## src/srpll_params.svh

```systemverilog
// Purpose: Offsets, field positions, reset values and timing counts for the SerDes PLL block.
// Assumes: 10 MHz core clock, 32-bit maintenance data.
// Notes:   Definitions only.
`ifndef SRPLL_PARAMS_SVH
`define SRPLL_PARAMS_SVH

`define SRPLL_AW            20
`define SRPLL_OFS_LANE0     20'h132B0
`define SRPLL_OFS_LANE1     20'h132B4
`define SRPLL_OFS_LANE2     20'h132B8
`define SRPLL_OFS_LANE3     20'h132BC
`define SRPLL_OFS_GLOBAL    20'h132C0
`define SRPLL_OFS_PLLMUL    20'h132C4
`define SRPLL_OFS_MAC       20'h132C8
`define SRPLL_OFS_LINKTO    20'h13320
`define SRPLL_OFS_DISC      20'h13324
`define SRPLL_OFS_STATUS    20'h13328

`define SRPLL_GBL_RSTN_BIT  31
`define SRPLL_GBL_PWR_BIT   7
`define SRPLL_GBL_GATE_BIT  6
`define SRPLL_GBL_OVR_BIT   2
`define SRPLL_GBL_LOAD_BIT  0
`define SRPLL_MUL_X25_BIT   0
`define SRPLL_LANE_RXEN_BIT 14
`define SRPLL_LANE_RXPLL_BIT 15
`define SRPLL_LANE_TXEN_LSB 20
`define SRPLL_MAC_SRST_BIT  4

`define SRPLL_LANE_RST      32'h203CE513
`define SRPLL_GBL_RST       32'hCA060081
`define SRPLL_PLLMUL_RST    32'h002C0544
`define SRPLL_MAC_RST       32'h7FFF0002
`define SRPLL_DISC_RST      4'h9

`define SRPLL_V_MAC_SRST    32'h7FFF0012
`define SRPLL_V_GBL_OVR     32'hCA060084
`define SRPLL_V_LANE_NORX   32'h203CA513
`define SRPLL_V_LANE_NOPLL  32'h203C2513
`define SRPLL_V_LANE_OFF    32'h200C2513
`define SRPLL_V_GBL_PWROFF  32'hCA060004
`define SRPLL_V_GBL_GATE    32'hCA060044
`define SRPLL_V_PLLMUL_X25  32'h002C0545
`define SRPLL_V_GBL_LOAD    32'hCA060045
`define SRPLL_V_GBL_UNGATE  32'hCA060005
`define SRPLL_V_GBL_SRST    32'h4A060005
`define SRPLL_V_GBL_PWRON   32'hCA060085
`define SRPLL_V_LANE_ON     32'h203CE513
`define SRPLL_V_MAC_RUN     32'h7FFF0002
`define SRPLL_SEQ_LEN       6'd35

`define SRPLL_RATE_1G25     2'b00
`define SRPLL_RATE_2G5      2'b01
`define SRPLL_RATE_3G125    2'b10

`define SRPLL_CLK_MHZ       10
`define SRPLL_SILENCE_US    120
`define SRPLL_SILENCE_CYC   (`SRPLL_SILENCE_US * `SRPLL_CLK_MHZ)
`define SRPLL_LINKTO_PRE    32
`define SRPLL_DISC_BASE     131071

`define SRPLL_HOFS_CTRL     32'h00000000
`define SRPLL_HOFS_STATUS   32'h00000004
`endif

```

## src/srpll_pkg.sv

```systemverilog
// Purpose: Types shared by both ends of the SerDes PLL block.
// Assumes: Constants live in srpll_params.svh.
// Notes:   None.
package srpll_pkg;
  typedef logic [19:0] srpll_addr_t;
  typedef logic [31:0] srpll_word_t;
  typedef enum logic [1:0] {SRPLL_H_IDLE, SRPLL_H_REQ, SRPLL_H_GAP} srpll_hstate_e;
endpackage

```

## src/srpll_if.sv

```systemverilog
// Purpose: Maintenance write/read path between configuring host and device.
// Assumes: Request held until acknowledge.
// Notes:   No clocking block.
`timescale 1ns/100ps
interface srpll_if;
  import srpll_pkg::*;
  logic        maint_req;
  logic        maint_wr;
  srpll_addr_t maint_addr;
  srpll_word_t maint_wdata;
  logic        maint_ack;
  srpll_word_t maint_rdata;

  modport dev  (input maint_req, maint_wr, maint_addr, maint_wdata,
                output maint_ack, maint_rdata);
  modport host (output maint_req, maint_wr, maint_addr, maint_wdata,
                input maint_ack, maint_rdata);
endinterface

```

## src/srpll_dev.sv

```systemverilog
// Purpose: Per-port SerDes PLL configuration registers and core-clock link timers.
// Assumes: 125 MHz SerDes reference; register access over the maintenance path.
// Notes:   PLL registers are volatile against hard reset and port power-down.
// Behaviour
// - PLL powers up x20, reprogram gives x25.
// - Hard reset or power-down restores PLL defaults.
// - Boot writes land while SerDes held reset.
// - Pin code 10 gives 3.125 reprogrammed, 2.5 if not; other codes 1.25.
// - Host starts only after its link is up.
// - Step one puts MAC in soft reset.
// - Step two sets the init-override bit.
// - Steps three-five shut lanes in order.
// - Steps six-seven power off, gate PLL clock.
// - Step eight writes new multiplier, then load.
// - Step nine removes PLL clock gating.
// - Step ten pulses active-low SerDes reset.
// - Step eleven powers PLL on again.
// - Steps twelve-fourteen reopen lanes in order.
// - Step fifteen releases MAC soft reset.
// - Link time-out is 32 cycles times count.
// - Silence timer fixed, scales with core clock.
// - Silence done after 120 us in SILENT.
// - Discovery done after about 118 ms.
// - Discovery is prescale times 131071 cycles.
// - Discovery timer used only in four-lane mode.
// - Two speed pins select lane rate.
//
// The implementer's own choice: the AHB-Lite slave port.
`timescale 1ns/100ps
`include "srpll_params.svh"
module srpll_dev #(
  parameter int DISC_BASE_CYC = `SRPLL_DISC_BASE
) (
  // Clock and reset.
  input  wire logic       clk_sys,
  input  wire logic       arst_n,
  // Maintenance register access.
  srpll_if.dev            mif,
  // Port control inputs.
  input  wire logic       hard_reset_n,
  input  wire logic       port_power_down,
  input  wire logic       boot_active,
  input  wire logic [1:0] port_speed_pins,
  input  wire logic       four_lane_mode,
  // Link state machine timer handshakes.
  input  wire logic       silence_timer_en,
  input  wire logic       in_silent,
  input  wire logic       discovery_timer_en,
  input  wire logic       in_discovery,
  input  wire logic       link_wait,
  // SerDes controls.
  output logic            serdes_reset_n_ff,
  output logic            pll_power_on_ff,
  output logic            pll_clock_gate_ff,
  output logic            pll_mult_x25_ff,
  output logic [11:0]     lane_tx_en_ff,
  output logic [3:0]      lane_rx_en_ff,
  output logic [3:0]      receive_pll_power_on_ff,
  output logic            mac_soft_reset_ff,
  output logic [1:0]      lane_rate_ff,
  // Timer results.
  output logic            silence_timer_done,
  output logic            discovery_timer_done,
  output logic            link_timeout
);
  import srpll_pkg::*;

  srpll_word_t  lane_cfg_ff [4];
  srpll_word_t  gbl_ff;
  srpll_word_t  pllmul_ff;
  srpll_word_t  mac_ff;
  logic [23:0]  link_timeout_count_ff;
  logic [3:0]   disc_prescale_ff;
  logic         ack_ff;
  srpll_word_t  rdata_ff;
  logic         wr_hit;
  logic         pll_restore;
  logic         sw_ctl;
  logic         nxt_rstn;
  logic         nxt_pwr;
  logic         nxt_gate;
  srpll_word_t  rd_val;
  srpll_word_t  status_val;

  assign wr_hit      = mif.maint_req && !ack_ff && mif.maint_wr;
  assign pll_restore = !hard_reset_n || port_power_down;
  assign sw_ctl      = gbl_ff[`SRPLL_GBL_OVR_BIT];

  // One-cycle acknowledge for each held request; the host waits on it.
  always_ff @(posedge clk_sys or negedge arst_n) begin
    if (!arst_n) begin
      ack_ff <= 1'b0;
    end else begin
      ack_ff <= mif.maint_req && !ack_ff;
    end
  end

  always_ff @(posedge clk_sys or negedge arst_n) begin
    if (!arst_n) begin
      rdata_ff <= '0;
    end else if (mif.maint_req && !ack_ff && !mif.maint_wr) begin
      rdata_ff <= rd_val;
    end
  end

  assign mif.maint_ack   = ack_ff;
  assign mif.maint_rdata = rdata_ff;

  // PLL control registers, volatile against hard reset and power-down.
  always_ff @(posedge clk_sys or negedge arst_n) begin
    if (!arst_n) begin
      for (int i = 0; i < 4; i++) begin
        lane_cfg_ff[i] <= `SRPLL_LANE_RST;
      end
      gbl_ff    <= `SRPLL_GBL_RST;
      pllmul_ff <= `SRPLL_PLLMUL_RST;
      mac_ff    <= `SRPLL_MAC_RST;
    end else if (pll_restore) begin
      for (int i = 0; i < 4; i++) begin
        lane_cfg_ff[i] <= `SRPLL_LANE_RST;
      end
      gbl_ff    <= `SRPLL_GBL_RST;
      pllmul_ff <= `SRPLL_PLLMUL_RST;
      mac_ff    <= `SRPLL_MAC_RST;
    end else if (wr_hit) begin
      unique case (mif.maint_addr)
        `SRPLL_OFS_LANE0: lane_cfg_ff[0] <= mif.maint_wdata;
        `SRPLL_OFS_LANE1: lane_cfg_ff[1] <= mif.maint_wdata;
        `SRPLL_OFS_LANE2: lane_cfg_ff[2] <= mif.maint_wdata;
        `SRPLL_OFS_LANE3: lane_cfg_ff[3] <= mif.maint_wdata;
        `SRPLL_OFS_GLOBAL: gbl_ff <= mif.maint_wdata;
        `SRPLL_OFS_PLLMUL: pllmul_ff <= mif.maint_wdata;
        `SRPLL_OFS_MAC: mac_ff <= mif.maint_wdata;
        default: begin
        end
      endcase
    end
  end

  // Timer settings are not part of the PLL set and survive power-down.
  always_ff @(posedge clk_sys or negedge arst_n) begin
    if (!arst_n) begin
      link_timeout_count_ff <= 24'hFFFFFF;
      disc_prescale_ff      <= `SRPLL_DISC_RST;
    end else if (wr_hit && mif.maint_addr == `SRPLL_OFS_LINKTO) begin
      link_timeout_count_ff <= mif.maint_wdata[23:0];
    end else if (wr_hit && mif.maint_addr == `SRPLL_OFS_DISC) begin
      disc_prescale_ff <= mif.maint_wdata[3:0];
    end
  end

  assign status_val = {24'h000000, silence_timer_done, discovery_timer_done, link_timeout,
                       serdes_reset_n_ff, lane_rate_ff, pll_power_on_ff, pll_mult_x25_ff};

  always_comb begin
    unique case (mif.maint_addr)
      `SRPLL_OFS_LANE0: rd_val = lane_cfg_ff[0];
      `SRPLL_OFS_LANE1: rd_val = lane_cfg_ff[1];
      `SRPLL_OFS_LANE2: rd_val = lane_cfg_ff[2];
      `SRPLL_OFS_LANE3: rd_val = lane_cfg_ff[3];
      `SRPLL_OFS_GLOBAL: rd_val = gbl_ff;
      `SRPLL_OFS_PLLMUL: rd_val = pllmul_ff;
      `SRPLL_OFS_MAC: rd_val = mac_ff;
      `SRPLL_OFS_LINKTO: rd_val = {8'h00, link_timeout_count_ff};
      `SRPLL_OFS_DISC: rd_val = {28'h0000000, disc_prescale_ff};
      `SRPLL_OFS_STATUS: rd_val = status_val;
      default: rd_val = '0;
    endcase
  end

  // Without override the hardware runs the PLL; with it, software bits rule.
  always_comb begin
    nxt_rstn = !boot_active;
    nxt_pwr  = 1'b1;
    nxt_gate = 1'b0;
    if (sw_ctl) begin
      nxt_rstn = !boot_active && gbl_ff[`SRPLL_GBL_RSTN_BIT];
      nxt_pwr  = gbl_ff[`SRPLL_GBL_PWR_BIT];
      nxt_gate = gbl_ff[`SRPLL_GBL_GATE_BIT];
    end
  end

  always_ff @(posedge clk_sys or negedge arst_n) begin
    if (!arst_n) begin
      serdes_reset_n_ff <= 1'b0;
      pll_power_on_ff   <= 1'b0;
      pll_clock_gate_ff <= 1'b0;
    end else begin
      serdes_reset_n_ff <= nxt_rstn && !pll_restore;
      pll_power_on_ff   <= nxt_pwr && !pll_restore;
      pll_clock_gate_ff <= nxt_gate;
    end
  end

  // The multiplier reaches the PLL only while the SerDes is held in reset or the clock is gated.
  always_ff @(posedge clk_sys or negedge arst_n) begin
    if (!arst_n) begin
      pll_mult_x25_ff <= 1'b0;
    end else if (pll_restore) begin
      pll_mult_x25_ff <= 1'b0;
    end else if (!nxt_rstn || (nxt_gate && gbl_ff[`SRPLL_GBL_LOAD_BIT])) begin
      pll_mult_x25_ff <= pllmul_ff[`SRPLL_MUL_X25_BIT];
    end
  end

  always_ff @(posedge clk_sys or negedge arst_n) begin
    if (!arst_n) begin
      lane_tx_en_ff           <= '0;
      lane_rx_en_ff           <= '0;
      receive_pll_power_on_ff <= '0;
      mac_soft_reset_ff       <= 1'b1;
    end else begin
      for (int i = 0; i < 4; i++) begin
        lane_tx_en_ff[3*i +: 3]    <= lane_cfg_ff[i][`SRPLL_LANE_TXEN_LSB +: 3];
        lane_rx_en_ff[i]           <= lane_cfg_ff[i][`SRPLL_LANE_RXEN_BIT];
        receive_pll_power_on_ff[i] <= lane_cfg_ff[i][`SRPLL_LANE_RXPLL_BIT];
      end
      mac_soft_reset_ff <= mac_ff[`SRPLL_MAC_SRST_BIT] || pll_restore;
    end
  end

  // Rate reported for a 125 MHz reference; x25 lifts the top code to 3.125.
  always_ff @(posedge clk_sys or negedge arst_n) begin
    if (!arst_n) begin
      lane_rate_ff <= `SRPLL_RATE_1G25;
    end else if (port_speed_pins == 2'b10) begin
      lane_rate_ff <= pll_mult_x25_ff ? `SRPLL_RATE_3G125 : `SRPLL_RATE_2G5;
    end else if (port_speed_pins == 2'b01) begin
      lane_rate_ff <= `SRPLL_RATE_1G25;
    end else begin
      lane_rate_ff <= `SRPLL_RATE_1G25;
    end
  end

  srpll_timer #(.PW(1), .CW(11)) u_silence (
    .clk_sys  (clk_sys),
    .arst_n   (arst_n),
    .run      (silence_timer_en && in_silent),
    .pre_last (1'b0),
    .limit    (11'(`SRPLL_SILENCE_CYC)),
    .done_ff  (silence_timer_done)
  );

  srpll_timer #(.PW(17), .CW(4)) u_discovery (
    .clk_sys  (clk_sys),
    .arst_n   (arst_n),
    .run      (discovery_timer_en && in_discovery && four_lane_mode),
    .pre_last (17'(DISC_BASE_CYC - 1)),
    .limit    (disc_prescale_ff),
    .done_ff  (discovery_timer_done)
  );

  srpll_timer #(.PW(5), .CW(24)) u_link_timeout (
    .clk_sys  (clk_sys),
    .arst_n   (arst_n),
    .run      (link_wait),
    .pre_last (5'(`SRPLL_LINKTO_PRE - 1)),
    .limit    (link_timeout_count_ff),
    .done_ff  (link_timeout)
  );
endmodule

```

## src/srpll_timer.sv

```systemverilog
// Purpose: Prescaled event timer with a registered done flag.
// Assumes: Prescaler and count restart whenever run drops.
// Notes:   Done rises after (PRE_LAST+1)*limit cycles of continuous run.
`timescale 1ns/100ps
module srpll_timer #(
  parameter int PW = 17,
  parameter int CW = 24
) (
  // Clock and reset.
  input  wire logic          clk_sys,
  input  wire logic          arst_n,
  // Control.
  input  wire logic          run,
  input  wire logic [PW-1:0] pre_last,
  input  wire logic [CW-1:0] limit,
  // Result.
  output logic               done_ff
);
  logic [PW-1:0] pre_ff;
  logic [CW-1:0] cnt_ff;
  logic          tick;

  assign tick = (pre_ff == pre_last);

  always_ff @(posedge clk_sys or negedge arst_n) begin
    if (!arst_n) begin
      pre_ff <= '0;
    end else if (!run || tick) begin
      pre_ff <= '0;
    end else begin
      pre_ff <= pre_ff + 1'b1;
    end
  end

  always_ff @(posedge clk_sys or negedge arst_n) begin
    if (!arst_n) begin
      cnt_ff <= '0;
    end else if (!run) begin
      cnt_ff <= '0;
    end else if (tick && cnt_ff != limit) begin
      cnt_ff <= cnt_ff + 1'b1;
    end
  end

  // Done falls as soon as run is withdrawn or the state is left.
  always_ff @(posedge clk_sys or negedge arst_n) begin
    if (!arst_n) begin
      done_ff <= 1'b0;
    end else begin
      done_ff <= run && (cnt_ff == limit);
    end
  end
endmodule

```

## src/flat_wrapper.sv

```systemverilog
// flat-port wrapper written by rule: the top's interface ports become plain ports
module srpll_dev_flat import srpll_pkg::*;
#(
  parameter int DISC_BASE_CYC = `SRPLL_DISC_BASE
)
  (clk_sys, arst_n, hard_reset_n, port_power_down, boot_active, port_speed_pins, four_lane_mode, silence_timer_en, in_silent, discovery_timer_en, in_discovery, link_wait, serdes_reset_n_ff, pll_power_on_ff, pll_clock_gate_ff, pll_mult_x25_ff, lane_tx_en_ff, lane_rx_en_ff, receive_pll_power_on_ff, mac_soft_reset_ff, lane_rate_ff, silence_timer_done, discovery_timer_done, link_timeout, mif_maint_req, mif_maint_wr, mif_maint_addr, mif_maint_wdata, mif_maint_ack, mif_maint_rdata);
  srpll_if mif_i ();
  input  wire logic clk_sys;
  input  wire logic arst_n;
  input  wire logic hard_reset_n;
  input  wire logic port_power_down;
  input  wire logic boot_active;
  input  wire logic [1:0] port_speed_pins;
  input  wire logic four_lane_mode;
  input  wire logic silence_timer_en;
  input  wire logic in_silent;
  input  wire logic discovery_timer_en;
  input  wire logic in_discovery;
  input  wire logic link_wait;
  output logic serdes_reset_n_ff;
  output logic pll_power_on_ff;
  output logic pll_clock_gate_ff;
  output logic pll_mult_x25_ff;
  output logic [11:0] lane_tx_en_ff;
  output logic [3:0] lane_rx_en_ff;
  output logic [3:0] receive_pll_power_on_ff;
  output logic mac_soft_reset_ff;
  output logic [1:0] lane_rate_ff;
  output logic silence_timer_done;
  output logic discovery_timer_done;
  output logic link_timeout;
  input wire logic [$bits(mif_i.maint_req)-1:0] mif_maint_req;
  input wire logic [$bits(mif_i.maint_wr)-1:0] mif_maint_wr;
  input wire logic [$bits(mif_i.maint_addr)-1:0] mif_maint_addr;
  input wire logic [$bits(mif_i.maint_wdata)-1:0] mif_maint_wdata;
  output wire logic [$bits(mif_i.maint_ack)-1:0] mif_maint_ack;
  output wire logic [$bits(mif_i.maint_rdata)-1:0] mif_maint_rdata;
  assign mif_i.maint_req = mif_maint_req;
  assign mif_i.maint_wr = mif_maint_wr;
  assign mif_i.maint_addr = mif_maint_addr;
  assign mif_i.maint_wdata = mif_maint_wdata;
  assign mif_maint_ack = mif_i.maint_ack;
  assign mif_maint_rdata = mif_i.maint_rdata;
  srpll_dev #(.DISC_BASE_CYC(DISC_BASE_CYC)) u_core (.clk_sys(clk_sys), .arst_n(arst_n), .mif(mif_i), .hard_reset_n(hard_reset_n), .port_power_down(port_power_down), .boot_active(boot_active), .port_speed_pins(port_speed_pins), .four_lane_mode(four_lane_mode), .silence_timer_en(silence_timer_en), .in_silent(in_silent), .discovery_timer_en(discovery_timer_en), .in_discovery(in_discovery), .link_wait(link_wait), .serdes_reset_n_ff(serdes_reset_n_ff), .pll_power_on_ff(pll_power_on_ff), .pll_clock_gate_ff(pll_clock_gate_ff), .pll_mult_x25_ff(pll_mult_x25_ff), .lane_tx_en_ff(lane_tx_en_ff), .lane_rx_en_ff(lane_rx_en_ff), .receive_pll_power_on_ff(receive_pll_power_on_ff), .mac_soft_reset_ff(mac_soft_reset_ff), .lane_rate_ff(lane_rate_ff), .silence_timer_done(silence_timer_done), .discovery_timer_done(discovery_timer_done), .link_timeout(link_timeout));
endmodule
```

## config.mk

```make
export PLATFORM = sky130hd
export DESIGN_NAME = srpll_dev_flat
export DESIGN_NICKNAME = d
export VERILOG_FILES = /design/src/srpll_pkg.sv /design/src/srpll_if.sv /design/src/srpll_dev.sv /design/src/srpll_timer.sv /design/src/flat_wrapper.sv
export VERILOG_INCLUDE_DIRS = /design/src /design/src/src
export SDC_FILE = /design/constraint.sdc
export NUM_CORES = 1
export LEC_CHECK = 0
export BUFFER_PORTS_ARGS = -buffer_cell sky130_fd_sc_hd__buf_2
export CAP_MARGIN = 5
export CORE_UTILIZATION = 55
export DETAILED_ROUTE_END_ITERATION = 12
export MAX_ROUTING_LAYER = met4
export PLACE_DENSITY_LB_ADDON = 0.05
export SLEW_MARGIN = 40
export SYNTH_ARGS = -nofsm -noshare
export SYNTH_HDL_FRONTEND = slang
export SYNTH_SLANG_ARGS = --single-unit
export TNS_END_PERCENT = 100
```

## constraint.sdc

```tcl
create_clock -name clk_sys -period 2.3 [get_ports clk_sys]
set_input_delay 0.46 -clock clk_sys [delete_from_list [all_inputs] [get_ports clk_sys]]
set_output_delay 0.46 -clock clk_sys [all_outputs]
set_load 0.01 [all_outputs]
```

==> summary.txt <==
Clocking
  • CTS Root Cell: clkbuf_16
  • Cts bufs inserted: 40
  • Clock latency on the worst-skew pair: 0.54 ns
  • H-tree levels: 2
  • CTS tree: done
  • Reg clk slew, reported paths: 0.06 ns
  • Clock sinks: 377
  • Clock tree buffer depth: 3

Timing
  • Setup WS post-layout: 0.152 ns
  • Setup tns final: 0 ns
  • Slew at the pin closest to its max-slew limit: 0.684 ns
  • Final setup viols: 0
  • RSZ-0062 raised after global routing: no
  • Final period util: 0.934
  • Rel. slew slack: 0.544
  • Clk_skew: 0.0213 ns
  • Slew Limit Fails: 0
  • Final hold violations: 0
  • Fmax: 465 MHz
  • Fin crit period: 2.15 ns

Pwr
  • Power per cell area: 687 nW/um2
  • IR drop worst, VDD: 0.545 mV
  • P_leak: 9.06 nW
  • Total power draw: 14.3 mW

Outcome
  • Status: completed

Layout
  • Fin nets: 2,029
  • Reg area: 9570 um2
  • Antenna Diode Count: 0
  • FILL cells: 2,561
  • P&R area growth vs syn: 17.3%
  • Layout cells sized above 1: 0.233
  • Multi-input logic area: 7500 um2
  • Core Util, Final: 0.657

Setup path
  • Setup CP Type: reg2reg
  • Worst Setup Start Kind: flip-flop
  • Critical Path Sink Type: flip-flop
  • Worst EP arrival: 2.56 ns
  • Worst R2R Start: u_core.link_timeout_count_ff[3]
  • CP endpoint: u_core.u_link_timeout.cnt_ff[23]
  • Worst Reg-to-Reg Cells: 7
  • Crit path from: u_core.link_timeout_count_ff[3]
  • Crit path max fanout: 10
  • Worst R2R End: u_core.u_link_timeout.cnt_ff[23]
  • WP data required: 2.71 ns
  • Worst reg-to-reg setup slack: 0.15 ns

Routing
  • Via count: 14,900
  • 1st-iter DRT viols: 1,623
  • DRC: 0
  • ANT nets after route: 0
  • Final wirelength: 53.0 mm
  • Routed vias/inst: 6.23
  • DRT Pass-1 Iters: 9
  • WL per Instance: 22.2 um

Synth
  • Ys async rst share: 1.00
  • Sequential share of the synthesized area: 0.540
  • Syn nets: 1,913
  • YS warnings: 0
  • #FFs+latches synth: 377
  • Cells after Synth: 1,838
  • Synth area leaders: dfrtp_1 (38%), dfstp_2 (16%), nand2_1 (11%), a21oi_1 (4.8%), nand3_1 (3.4%)
  • Syn Area/Cell: 9.65 um2
  • Synth cell count leaders: nand2_1 (507), dfrtp_1 (267), a21oi_1 (171), nand3_1 (119), dfstp_2 (110)
  • Synth area leader: dfrtp_1
  • Area of the mapped netlist: 17,700 um2
  • Top FF cell, synth: dfrtp_1
  • Top-area cell type share of the netlist area: 0.377
  • Post-synth EDFFs: 0
  • Distinct cell type count after synthesis: 72
  • Most frequent cell after synthesis: nand2_1

Placed design
  • DP Worst Slack: -0.0753 ns
  • HPWL Detailed: 32.8 mm
  • Final RePlAce weighted congestion: 0.879
  • Port bufs: 129

Global route
  • Initial antenna violation count: 1
  • Largest net degree at the start of global routing: 143
  • GRT Overall Usage: 0.337
  • Grt ovf: 0
  • First-pass GRT wire length: 83.6 mm
  • Vias in the first global route: 14,800

Floorplanning
  • Number of cell rows: 65
  • Starting density of the core: 0.560
  • Die Ht: 182 um
  • CORE AREA: 31,600 um2
  • Io pins: 130
  • Chip width: 182 um
  • Die ar.: 33,000 um2

Worst hold path
  • Hold crit path type: in2reg

Run
  • Max cap viols: 0
==> kinds of logic after synthesis <==
logic type	Yosys count	share of synthesized area
flops	377	0.540
compound gates	383	0.149
fa+ha+maj	8	0.00565
mux	37	0.0229
simple gates	807	0.210
xor+xnor	61	0.0301
buf+inv	164	0.0421
other cells	1	0.000212
==> placed cells by master, fill, tap and decap left out, drive strengths merged, types with 11 or more instances in the layout <==
master	count
and3	16
a21oi	171
a32oi	11
nor3	13
a21o	22
nand4	21
a22o	50
dfrtp	267
inv	18
mux2	29
nand3	121
clkbuf	57
a22oi	23
a222oi	42
xor2	19
nor2	57
dfstp	110
and2	11
nand2	507
buf	222
o21ai	17
xnor2	42
==> report_power, final <==
group,switching [mW],internal [mW]
clock,2.70,4.01
combinational,0.570,0.258
sequential,0.0580,6.68
total,3.33,10.9
==> registers in the layout, indices dropped and copies added (netlist names), 5 cells and up <==
register                      flops
u_core.lane_cfg_ff              128
u_core.gbl_ff                    32
u_core.mac_ff                    32
u_core.mif.maint_rdata           32
u_core.pllmul_ff                 32
u_core.link_timeout_count_ff     24
u_core.u_link_timeout.cnt_ff     24
u_core.u_discovery.pre_ff        17
u_core.lane_tx_en_ff             12
u_core.u_silence.cnt_ff          11
u_core.u_link_timeout.pre_ff      5
==> area by class of cell <==
class / count / area share
Sequential cell: 377 / 0.460
Tap cell: 402 / 0.0242
Multi-Input combinational cell: 1297 / 0.361
Clock buffer: 57 / 0.0562
Clock inverter: 17 / 0.00969
Timing Repair Buffer: 223 / 0.0861
Inverter: 15 / 0.00271
==> worst max-delay path: stages (launching register included) <==
cell      delay (ns)
dfstp_2         0.63
xnor2_1         0.18
nand4_1         0.18
nor4_4          0.28
buf_4           0.25
a211oi_4        0.12
and4_1          0.22
o21a_1          0.17
==> stage by stage <==
stage          cells  hold WS [ns]  instance area (um2)
6_report        2388         0.102                20800
3_3_place_gp    2313         0.366                19400
3_5_place_dp    2313         0.363                19400
5_1_grt         2388        0.0955                20800
4_1_cts         2388        0.0887                20800
2_1_floorplan   1838         0.164                17700
==> layer usage <==
layer  GRT usage  vias to the layer above  part of all wire  wire [um]
met5           -                        -                 0          0
met4      0.0946                        0             0.024       1280
met3      0.0558                      112             0.086       4560
met2       0.520                      741              0.46      24600
met1       0.462                     7373              0.43      22600
li1            -                     6646                 -          -
==> worst min path at each step <==
| stage | end | cells past startpoint | slack [ns] | start |
|---|---|---|---|---|
| final | u_core.lane_rate_ff[0] | 2 | 0.10 | port_speed_pins[0] |
| after global placement | u_core.u_link_timeout.cnt_ff[9] | 1 | 0.37 | arst_n |
| after floorplan | u_core.disc_prescale_ff[1] | 0 | 0.16 | arst_n |
| after CTS | u_core.lane_rate_ff[0] | 2 | 0.09 | port_speed_pins[0] |
| after detailed placement | u_core.u_link_timeout.cnt_ff[7] | 1 | 0.36 | arst_n |
| after global routing | u_core.lane_rate_ff[0] | 2 | 0.1 | port_speed_pins[0] |
==> timing repair <==
action / in CTS / in global routing
endpoints found under the setup margin: 0 / 2
hold buffers: 1 / 0
endpoints found under the hold margin: 21 / 0
buffers inserted: 0 / 0
gates resized for setup: 0 / 1
(Power assumes the default switching activity.)
